--- config.mk ---
export PLATFORM = sky130hd
export DESIGN_NAME = css_top
export DESIGN_NICKNAME = d
export VERILOG_FILES = /design/src/css_pkg.sv /design/src/css_top.sv
export SDC_FILE = /design/constraint.sdc
export NUM_CORES = 1
export LEC_CHECK = 0
export ABC_CLOCK_PERIOD_IN_PS = 3400
export BUFFER_PORTS_ARGS = -buffer_cell sky130_fd_sc_hd__buf_2
export CAP_MARGIN = 20
export CELL_PAD_IN_SITES_DETAIL_PLACEMENT = 0
export CELL_PAD_IN_SITES_GLOBAL_PLACEMENT = 2
export CORE_UTILIZATION = 33
export CTS_CLUSTER_DIAMETER = 50
export DETAILED_ROUTE_END_ITERATION = 8
export GPL_ROUTABILITY_DRIVEN = 1
export PLACE_DENSITY_LB_ADDON = 0.08
export SLEW_MARGIN = 30
export SYNTH_ARGS = -nofsm -noshare
export SYNTH_HDL_FRONTEND = slang
export SYNTH_SLANG_ARGS = --single-unit
--- constraint.sdc ---
create_clock -name ref_clk -period 3.4 [get_ports ref_clk]
set_input_delay 1.02 -clock ref_clk [delete_from_list [all_inputs] [get_ports ref_clk]]
set_output_delay 1.02 -clock ref_clk [all_outputs]
set_load 0.02 [all_outputs]
--- src/css_pkg.sv ---
// Package for the conversion signal block: register map, field layout,
// encodings and timing constants. Assumes a 125 MHz internal clock.
package css_pkg;

    // One bit per conversion signal
    typedef struct packed {
        logic ft;
        logic cc2;
        logic cc1;
    } css_sig_s;

    typedef enum logic [1:0] {
        CSS_SEQ_IDLE,
        CSS_SEQ_ARMED,
        CSS_SEQ_RUN
    } css_seq_e;

    localparam int NUM_SIG = 3;
    localparam int NUM_SEQ = 2;
    localparam int SIG_CC1 = 0;
    localparam int SIG_CC2 = 1;
    localparam int SIG_FT  = 2;
    localparam int SEQ_ADC = 0;
    localparam int SEQ_DAC = 1;

    // Byte offsets on the register bus
    localparam logic [7:0] OFS_GEN_EN  = 8'h00;
    localparam logic [7:0] OFS_DRV     = 8'h04;
    localparam logic [7:0] OFS_SRC     = 8'h08;
    localparam logic [7:0] OFS_CC1_DIV = 8'h0C;
    localparam logic [7:0] OFS_CC2_DIV = 8'h10;
    localparam logic [7:0] OFS_FT_CFG  = 8'h14;
    localparam logic [7:0] OFS_SEQ     = 8'h18;
    localparam logic [7:0] OFS_STATUS  = 8'h1C;

    // Two-bit route codes for driver and source selection
    localparam logic [1:0] ROUTE_NONE  = 2'h0;
    localparam logic [1:0] ROUTE_FRONT = 2'h1;
    localparam logic [1:0] ROUTE_BACK  = 2'h2;

    // Field positions
    localparam int FT_LOCK_BIT   = 16;
    localparam int SEQ_FIELD_W   = 8;
    localparam int SEQ_EN_BIT    = 0;
    localparam int SEQ_CSEL_BIT  = 1;
    localparam int SEQ_FRAME_BIT = 2;
    localparam int ST_SEL_LSB    = 3;
    localparam int ST_SEQ_LSB    = 8;

    // Reset values
    localparam logic [15:0] DIV_RST = 16'h0040;
    localparam logic [15:0] FLEN_RST = 16'h0001;

    // Timing
    localparam int CLK_PERIOD_NS    = 8;
    localparam int FT_MIN_WIDTH_NS  = 500;
    localparam int FT_MIN_SETUP_NS  = 250;
    localparam int FT_MIN_WIDTH_CYC =
        (FT_MIN_WIDTH_NS + CLK_PERIOD_NS - 1) / CLK_PERIOD_NS;
    localparam int FT_MIN_SETUP_CYC =
        (FT_MIN_SETUP_NS + CLK_PERIOD_NS - 1) / CLK_PERIOD_NS;
    // Half period that satisfies both pulse width and setup
    localparam int HALF_MIN_CYC = (FT_MIN_WIDTH_CYC > FT_MIN_SETUP_CYC) ?
        FT_MIN_WIDTH_CYC : FT_MIN_SETUP_CYC;

endpackage

--- src/css_top.sv ---
// Conversion signal generation, selection and distribution: two conversion
// clocks and a frame trigger, paced ticks for the input and output sequencers.
// Assumes an AHB-Lite master on ref_clk and connector pins asynchronous to it.
//
// Operation
// Each sequencer paces on conversion clock one or two, as selected.
// Frame mode sequencers also use the frame trigger; others ignore it.
// Frame trigger aligns input and output frames when both use frame mode.
// Frame trigger generator is phase locked to generator one or two.
// Each signal sources from its own generator, front or back input.
// Generated signals may be driven out front or back.
// Master generates frame trigger and clock, drives them to all boards.
// Multi-board: every board, master too, uses the connector inputs.
// Frame mode sequencer waits for a frame trigger before converting.
// Single board: generators on, drivers off, internal sources.
// Master: generators on, drivers to a connector, connector sources.
// Target: generators and drivers off, connector sources.
// External frame trigger width 500ns up to half clock period.
// External frame trigger at least 250ns before next clock event.
// Clock event to next trigger at least half period minus 250ns.
// Front line one is clock one, line three clock two, line five trigger.
// External inputs are synchronised and edge detected into single pulses.
//
// Chosen here: the placing of the registers and register access over AHB-Lite.
`timescale 1ns/1ns
module css_top
#(
    parameter int DIV_W  = 16,
    parameter int FLEN_W = 16
)
(
    input  wire logic                ref_clk,
    input  wire logic                resetn,
    input  wire logic                hsel,
    input  wire logic [31:0]         haddr,
    input  wire logic [1:0]          htrans,
    input  wire logic                hwrite,
    input  wire logic [2:0]          hsize,
    input  wire logic [31:0]         hwdata,
    input  wire logic                hready,
    output logic                     hreadyout,
    output logic [31:0]              hrdata,
    output logic                     hresp,
    input  wire css_pkg::css_sig_s   front_in,
    output css_pkg::css_sig_s        front_out,
    output css_pkg::css_sig_s        front_oe_n,
    input  wire css_pkg::css_sig_s   back_in,
    output css_pkg::css_sig_s        back_out,
    output css_pkg::css_sig_s        back_oe_n,
    output logic [1:0]               seq_tick,
    output logic [1:0]               seq_frame_start
);
    import css_pkg::*;

    // Registers
    logic [2:0]        gen_en_r;
    logic [5:0]        drv_r;
    logic [5:0]        src_r;
    logic [DIV_W-1:0]  div_r [2];
    logic [FLEN_W-1:0] flen_r;
    logic              ft_lock_r;
    logic [15:0]       seq_cfg_r;

    // Bus data phase state
    logic              wr_pend_r;
    logic [7:0]        wr_addr_r;
    logic [31:0]       rdata_r;

    // Generators
    logic [DIV_W-1:0]  div_cnt_r [2];
    logic [1:0]        gclk_r;
    logic [1:0]        gclk_prev_r;
    logic [FLEN_W-1:0] fcnt_r;
    logic              f_arm_r;
    logic              gft_r;

    // Pin synchronisers and selection
    css_sig_s          front_s1_r;
    css_sig_s          front_s2_r;
    css_sig_s          back_s1_r;
    css_sig_s          back_s2_r;
    logic [2:0]        sel_prev_r;
    css_sig_s          front_out_r;
    css_sig_s          front_oe_n_r;
    css_sig_s          back_out_r;
    css_sig_s          back_oe_n_r;

    // Sequencer gates
    css_seq_e          seq_st_r [2];
    logic [1:0]        tick_r;
    logic [1:0]        fstart_r;

    // Bus decode
    wire               addr_ok = hsel && hready && htrans[1];
    wire               wr_take = addr_ok && hwrite;
    wire               rd_take = addr_ok && !hwrite;
    wire [7:0]         rd_ofs  = {haddr[7:2], 2'b00};
    wire               in_range = (haddr[31:8] == 24'h00_0000);

    // Internal generator levels, one per signal
    wire [2:0]         gen_lvl = {gft_r, gclk_r};
    wire [2:0]         sel_lvl;
    wire [2:0]         sel_evt;
    wire [1:0]         gclk_rise = gclk_r & ~gclk_prev_r;
    wire [1:0]         gclk_fall = ~gclk_r & gclk_prev_r;
    wire               lock_rise = gclk_rise[ft_lock_r];
    wire               lock_fall = gclk_fall[ft_lock_r];
    wire [FLEN_W-1:0]  flen_last = (flen_r == '0) ? '0 : flen_r - 1'b1;
    wire [1:0]         seq_clk_evt;
    wire               ft_evt = sel_evt[SIG_FT];

    // Status word: generator levels, selected levels, sequencer states
    wire [31:0]        status_w = {20'h0_0000,
                                   2'(seq_st_r[SEQ_DAC]), 2'(seq_st_r[SEQ_ADC]),
                                   2'b00, sel_lvl, gen_lvl};

    logic [31:0]       rd_mux;
    always_comb
    begin
        rd_mux = 32'h0000_0000;
        if (in_range)
        begin
            case (rd_ofs)
                OFS_GEN_EN:  rd_mux = {29'h0, gen_en_r};
                OFS_DRV:     rd_mux = {26'h0, drv_r};
                OFS_SRC:     rd_mux = {26'h0, src_r};
                OFS_CC1_DIV: rd_mux = 32'(div_r[SIG_CC1]);
                OFS_CC2_DIV: rd_mux = 32'(div_r[SIG_CC2]);
                OFS_FT_CFG:  rd_mux = 32'(flen_r) | (32'(ft_lock_r) << FT_LOCK_BIT);
                OFS_SEQ:     rd_mux = {16'h0000, seq_cfg_r};
                OFS_STATUS:  rd_mux = status_w;
                default:     rd_mux = 32'h0000_0000;
            endcase
        end
    end

    // Zero wait state slave; unmapped reads give zero, writes are dropped
    always_ff @(posedge ref_clk)
    begin
        if (!resetn)
        begin
            hreadyout <= 1'b1;
            hresp     <= 1'b0;
            wr_pend_r <= 1'b0;
            wr_addr_r <= 8'h00;
            rdata_r   <= 32'h0000_0000;
        end
        else
        begin
            hreadyout <= 1'b1;
            hresp     <= 1'b0;
            wr_pend_r <= wr_take && in_range;
            wr_addr_r <= rd_ofs;
            if (rd_take)
                rdata_r <= rd_mux;
        end
    end
    assign hrdata = rdata_r;

    // Configuration writes; reset leaves a quiet single-board setup
    always_ff @(posedge ref_clk)
    begin
        if (!resetn)
        begin
            gen_en_r  <= 3'b000;
            drv_r     <= {3{ROUTE_NONE}};
            src_r     <= {3{ROUTE_NONE}};
            flen_r    <= FLEN_W'(FLEN_RST);
            ft_lock_r <= 1'b0;
            seq_cfg_r <= 16'h0000;
        end
        else if (wr_pend_r)
        begin
            case (wr_addr_r)
                OFS_GEN_EN: gen_en_r <= hwdata[2:0];
                OFS_DRV:    drv_r    <= hwdata[5:0];
                OFS_SRC:    src_r    <= hwdata[5:0];
                OFS_FT_CFG:
                begin
                    flen_r    <= hwdata[FLEN_W-1:0];
                    ft_lock_r <= hwdata[FT_LOCK_BIT];
                end
                OFS_SEQ:    seq_cfg_r <= hwdata[15:0];
                default:    ;
            endcase
        end
    end

    // Conversion clock generators: square wave, half period from divider
    genvar gi;
    generate
        for (gi = 0; gi < 2; gi++)
        begin : g_gen
            wire [DIV_W-1:0] half = (div_r[gi] < DIV_W'(HALF_MIN_CYC)) ?
                                    DIV_W'(HALF_MIN_CYC) - 1'b1 : div_r[gi] - 1'b1;
            wire             wr_div = wr_pend_r &&
                                      (wr_addr_r == (gi == 0 ? OFS_CC1_DIV : OFS_CC2_DIV));

            always_ff @(posedge ref_clk)
            begin
                if (!resetn)
                    div_r[gi] <= DIV_W'(DIV_RST);
                else if (wr_div)
                    div_r[gi] <= hwdata[DIV_W-1:0];
            end

            always_ff @(posedge ref_clk)
            begin
                if (!resetn || !gen_en_r[gi])
                begin
                    div_cnt_r[gi] <= '0;
                    gclk_r[gi]    <= 1'b0;
                end
                else if (div_cnt_r[gi] >= half)
                begin
                    div_cnt_r[gi] <= '0;
                    gclk_r[gi]    <= ~gclk_r[gi];
                end
                else
                    div_cnt_r[gi] <= div_cnt_r[gi] + 1'b1;
            end
        end
    endgenerate

    // Frame trigger generator: rises on a falling edge of the locked clock
    // and falls on its next rising edge, so setup and width are each half
    // a clock period, never under the minimum half period.
    always_ff @(posedge ref_clk)
    begin
        if (!resetn || !gen_en_r[SIG_FT])
        begin
            gclk_prev_r <= 2'b00;
            fcnt_r      <= '0;
            f_arm_r     <= 1'b0;
            gft_r       <= 1'b0;
        end
        else
        begin
            gclk_prev_r <= gclk_r;
            if (lock_rise)
            begin
                gft_r <= 1'b0;
                if (fcnt_r >= flen_last)
                begin
                    fcnt_r  <= '0;
                    f_arm_r <= 1'b1;
                end
                else
                    fcnt_r <= fcnt_r + 1'b1;
            end
            else if (lock_fall && f_arm_r)
            begin
                gft_r   <= 1'b1;
                f_arm_r <= 1'b0;
            end
        end
    end

    // Connector inputs: two flip-flops before any use
    always_ff @(posedge ref_clk)
    begin
        if (!resetn)
        begin
            front_s1_r <= '0;
            front_s2_r <= '0;
            back_s1_r  <= '0;
            back_s2_r  <= '0;
            sel_prev_r <= 3'b000;
        end
        else
        begin
            front_s1_r <= front_in;
            front_s2_r <= front_s1_r;
            back_s1_r  <= back_in;
            back_s2_r  <= back_s1_r;
            sel_prev_r <= sel_lvl;
        end
    end

    // Per signal: source select, rising edge event, output driver
    genvar si;
    generate
        for (si = 0; si < NUM_SIG; si++)
        begin : g_sig
            wire [1:0] src = src_r[2*si +: 2];
            wire [1:0] drv = drv_r[2*si +: 2];
            wire       on  = gen_en_r[si];

            // A master loops its own driven signal back through the pins
            assign sel_lvl[si] = (src == ROUTE_FRONT) ? front_s2_r[si] :
                                 (src == ROUTE_BACK)  ? back_s2_r[si]  :
                                 gen_lvl[si];
            assign sel_evt[si] = sel_lvl[si] && !sel_prev_r[si];

            always_ff @(posedge ref_clk)
            begin
                if (!resetn)
                begin
                    front_out_r[si]  <= 1'b0;
                    front_oe_n_r[si] <= 1'b1;
                    back_out_r[si]   <= 1'b0;
                    back_oe_n_r[si]  <= 1'b1;
                end
                else
                begin
                    // Front lines one, three and five carry cc1, cc2, ft
                    front_out_r[si]  <= gen_lvl[si];
                    front_oe_n_r[si] <= !(on && drv == ROUTE_FRONT);
                    back_out_r[si]   <= gen_lvl[si];
                    back_oe_n_r[si]  <= !(on && drv == ROUTE_BACK);
                end
            end
        end
    endgenerate

    assign front_out  = front_out_r;
    assign front_oe_n = front_oe_n_r;
    assign back_out   = back_out_r;
    assign back_oe_n  = back_oe_n_r;

    // Sequencer gates: 0 input side, 1 output side
    genvar qi;
    generate
        for (qi = 0; qi < NUM_SEQ; qi++)
        begin : g_seq
            wire [7:0] cfg   = seq_cfg_r[SEQ_FIELD_W*qi +: SEQ_FIELD_W];
            wire       en    = cfg[SEQ_EN_BIT];
            wire       frame = cfg[SEQ_FRAME_BIT];
            css_seq_e  st_nxt;

            assign seq_clk_evt[qi] = cfg[SEQ_CSEL_BIT] ? sel_evt[SIG_CC2]
                                                       : sel_evt[SIG_CC1];

            always_comb
            begin
                st_nxt = seq_st_r[qi];
                case (seq_st_r[qi])
                    CSS_SEQ_IDLE:
                        if (en)
                            st_nxt = frame ? CSS_SEQ_ARMED : CSS_SEQ_RUN;
                    CSS_SEQ_ARMED:
                        if (!en)
                            st_nxt = CSS_SEQ_IDLE;
                        else if (ft_evt)
                            st_nxt = CSS_SEQ_RUN;
                    CSS_SEQ_RUN:
                        if (!en)
                            st_nxt = CSS_SEQ_IDLE;
                    default:
                        st_nxt = CSS_SEQ_IDLE;
                endcase
            end

            always_ff @(posedge ref_clk)
            begin
                if (!resetn)
                begin
                    seq_st_r[qi] <= CSS_SEQ_IDLE;
                    tick_r[qi]   <= 1'b0;
                    fstart_r[qi] <= 1'b0;
                end
                else
                begin
                    seq_st_r[qi] <= st_nxt;
                    // No tick while armed: conversion starts after the trigger
                    tick_r[qi]   <= (seq_st_r[qi] == CSS_SEQ_RUN) && en &&
                                    seq_clk_evt[qi];
                    // Both sides see the same trigger, so frames line up
                    fstart_r[qi] <= en && frame && ft_evt &&
                                    (seq_st_r[qi] != CSS_SEQ_IDLE);
                end
            end
        end
    endgenerate

    assign seq_tick        = tick_r;
    assign seq_frame_start = fstart_r;

endmodule // css_top

==> flow_summary.json <==
{
  "outcome": "complete, but fails checks",
  "violations": "DRC",
  "leakage_nw": 4.97,
  "placed_cells": 1618,
  "stdcell_count": 1656,
  "reg2reg_depth": 13,
  "rows": 64,
  "drtAntennaViolNets": 0,
  "antenna_found_initial": 0,
  "die_w_um": 180,
  "cap_violations": 0,
  "crit_type": "reg2reg",
  "met1Wirelength_mm": 13.8,
  "dr_total_vias": 7971,
  "rr_startpoint": "div_r[1][1]",
  "synth_area_sq_um": 10400,
  "synth-edff-count": 64,
  "whs_path_depth": 1,
  "core_area_sq_um": 30800,
  "ys_seq_area_share_pct": 42.7,
  "clock_latency_ns": 0.45,
  "p_total_mw": 4.75,
  "cts.sinks": 190,
  "nets": 1384,
  "io_pins": 130,
  "root_buffer": "clkbuf_16",
  "wl_met2_mm": 14.0,
  "hp-class": "reg2reg",
  "drc": 4,
  "synthCells": 1072,
  "yosysMostFrequentCell": "nand2_1",
  "ys_top_cells_by_area": "dfxtp_1 24%, edfxtp_1 18%, ha_1 6.9%",
  "drt_first_pass_iters": 7,
  "worstPathArrival_ns": 3.56,
  "drive_gt1_share_pct": 20.0,
  "initial_core_util_pct": 33.7,
  "grt_pass1_vias": 7901,
  "initialDrtViolationCount": 356,
  "grtUsageTotal_pct": 18.1,
  "cp.required_ns": 3.70,
  "p_per_area_nw_per_um2": 380,
  "clock_skew_ns": 0.0139,
  "r2r_slack_ns": 0.14,
  "rsz0062_at_grt": "true",
  "fin_crit_sh_pct": 95.8,
  "netlist.area_leader.share_pct": 24.3,
  "floorplan.die_area_sq_um": 32200,
  "final-hold-violation-count": 0,
  "die-height_um": 180,
  "vdd_drop_max_mv": 0.353,
  "async_flop_share_pct": 0,
  "syn2layout_area_growth_pct": 20.1,
  "yosysWarnings": 0,
  "place_congestion": 0.779,
  "grt_max_degree": 31,
  "synth_commonest_cells": "132 x nand2_1, 126 x dfxtp_1, 104 x nor2_1",
  "tightestPinTransition_ns": 0.847,
  "setup_violations": 0,
  "synth-main-ff-cell": "dfxtp_1",
  "hold_buffers": 0,
  "clockBufferDepth": 2,
  "synth.distinct_cells": 68,
  "n_antenna_cell": 0,
  "relSlewSlack_pct": 43.3,
  "slew_viol_final": 0,
  "crit_fanout": 10,
  "min_period_ns": 3.26,
  "top_layer_used": "met4",
  "end_kind": "flip-flop",
  "reg2reg_to": "div_cnt_r[1][10]",
  "dp_hpwl_mm": 21.9,
  "routed_wl_mm": 28.5,
  "startpoint_type": "flip-flop",
  "port-buffer-count": 91,
  "met3_wirelength_um": 465,
  "cts_buffers": 17,
  "overflow": 0,
  "max_freq_ghz": 0.307,
  "synth_area_per_cell_sq_um": 9.70,
  "worstHoldStart": "back_s1_r[0]",
  "vias_per_cell": 4.81,
  "grt_pass1_wl_mm": 44.9,
  "synth_top_cell_by_area": "dfxtp_1",
  "worstHoldEndpoint": "back_s2_r[0]",
  "wire_per_inst_um": 17.2,
  "cts_tree": "yes",
  "cts.reportedPaths.clkPinSlew_ns": 0.08,
  "h-tree-depth": 4,
  "synth_seq_cells": 190
}
==> what timing repair did <==
item / 4_1_cts / 5_1_grt
pin swaps: 0 / 4
gates resized for setup: 4 / 21
setup endpoints to repair: 12 / 49
buffers inserted: 1 / 5
==> metrics by stage <==
step	area [sq um]	hold slack [ns]	worst slack, ns	utilization (%)	TNS (ns)
3_5_place_dp	11700	0.418	-0.0292	38.1	-0.172
3_3_place_gp	11700	0.416	-0.00156	38.1	-0.00321
6_report	12500	0.435	0.141	40.5	0
5_1_grt	12500	0.447	-0.0303	40.5	-0.157
2_1_floorplan	10600	0.397	0.0519	-	0
4_1_cts	12300	0.438	0.00112	40.0	0
==> worst max-delay path, cell delays in order (launching register included) <==
cell and delay [ns]:
edfxtp_1 0.44, or4_4 0.54, nor4_2 0.16, buf_4 0.17, nand2_1 0.06, xnor2_1 0.14
nand2_1 0.08, ha_1 0.29, a21o_1 0.16, a21o_1 0.18, a221o_1 0.37, a211o_1 0.28
buf_6 0.15, nor2_1 0.11
==> cell usage in the layout, fill, tap and decap left out, drive strengths merged, types with 27 or more instances in the layout <==
master and count:
xor2 32, mux2i 50, o21ai 34, and2 62, inv 27, xnor2 44, dfxtp 126, conb 49
ha 57, nand2 133, a21oi 38, nor2 104, nor3 28, edfxtp 64, buf 166
==> worst max path at each step <==
stage / startpoint / to / slack, ns / cells after the start
global route: div_r[1][1] / div_cnt_r[1][3] / -0.03 / 13
floorplan: div_r[1][0] / div_cnt_r[1][10] / 0.05 / 13
detailed placement: div_r[1][0] / div_cnt_r[1][10] / -0.03 / 15
finish: div_r[1][1] / div_cnt_r[1][10] / 0.14 / 13
global placement: div_r[1][0] / div_cnt_r[1][6] / -0.002 / 15
CTS: div_r[1][0] / div_cnt_r[1][10] / 0.001 / 15
==> logic make-up after synthesis <==
family	share of synthesized area, %
other	0.0722
adders and majority gates	6.86
and+or+nand+nor	23.5
muxes	7.63
DFF	42.7
xor gates and xnor gates	6.40
buffers and inverters	3.87
AOI/OAI and AO/OA	8.93
==> layout make-up <==
class                           instances  area (sq um)
Clock buffer                           19           433
Sequential cell                       190          4440
Multi-Input combinational cell        850          5850
Inverter                               22          82.6
Fill cell                            3080         18300
Timing Repair Buffer                  166          1030
Tap cell                              396           495
Clock inverter                         13           146
==> report_power, final <==
group / switching (mW) / total, mW / internal (mW) / leakage [nW]
combinational: 0.190 / 0.327 / 0.137 / 3.02
clock: 1.01 / 2.00 / 0.985 / 0.282
sequential: 0.0434 / 2.42 / 2.38 / 1.67
total: 1.25 / 4.75 / 3.50 / 4.97
==> layer usage <==
layer	vias to the layer above	GRT usage [%]
li1	4093	-
met1	3804	23.8
met2	61	31.5
met3	13	2.41
met4	0	3.83
met5	-	0
==> sequential cells by signal (all words and copies together) (netlist names), 2 cells and up <==
signal           cells
front_s1_r           3
drv_r                6
div_r               32
back_s1_r            3
sel_prev_r           3
fcnt_r              16
div_cnt_r           32
gclk_r               2
seq_frame_start      2
gen_en_r             3
src_r                6
back_oe_n            3
back_s2_r            3
flen_r              16
wr_addr_r            6
seq_st_r             4
hrdata              17
seq_tick             2
front_s2_r           3
front_oe_n           3
back_out             3
gclk_prev_r          2
seq_cfg_r           16
No activity file was read; power rests on OpenSTA's default activity.
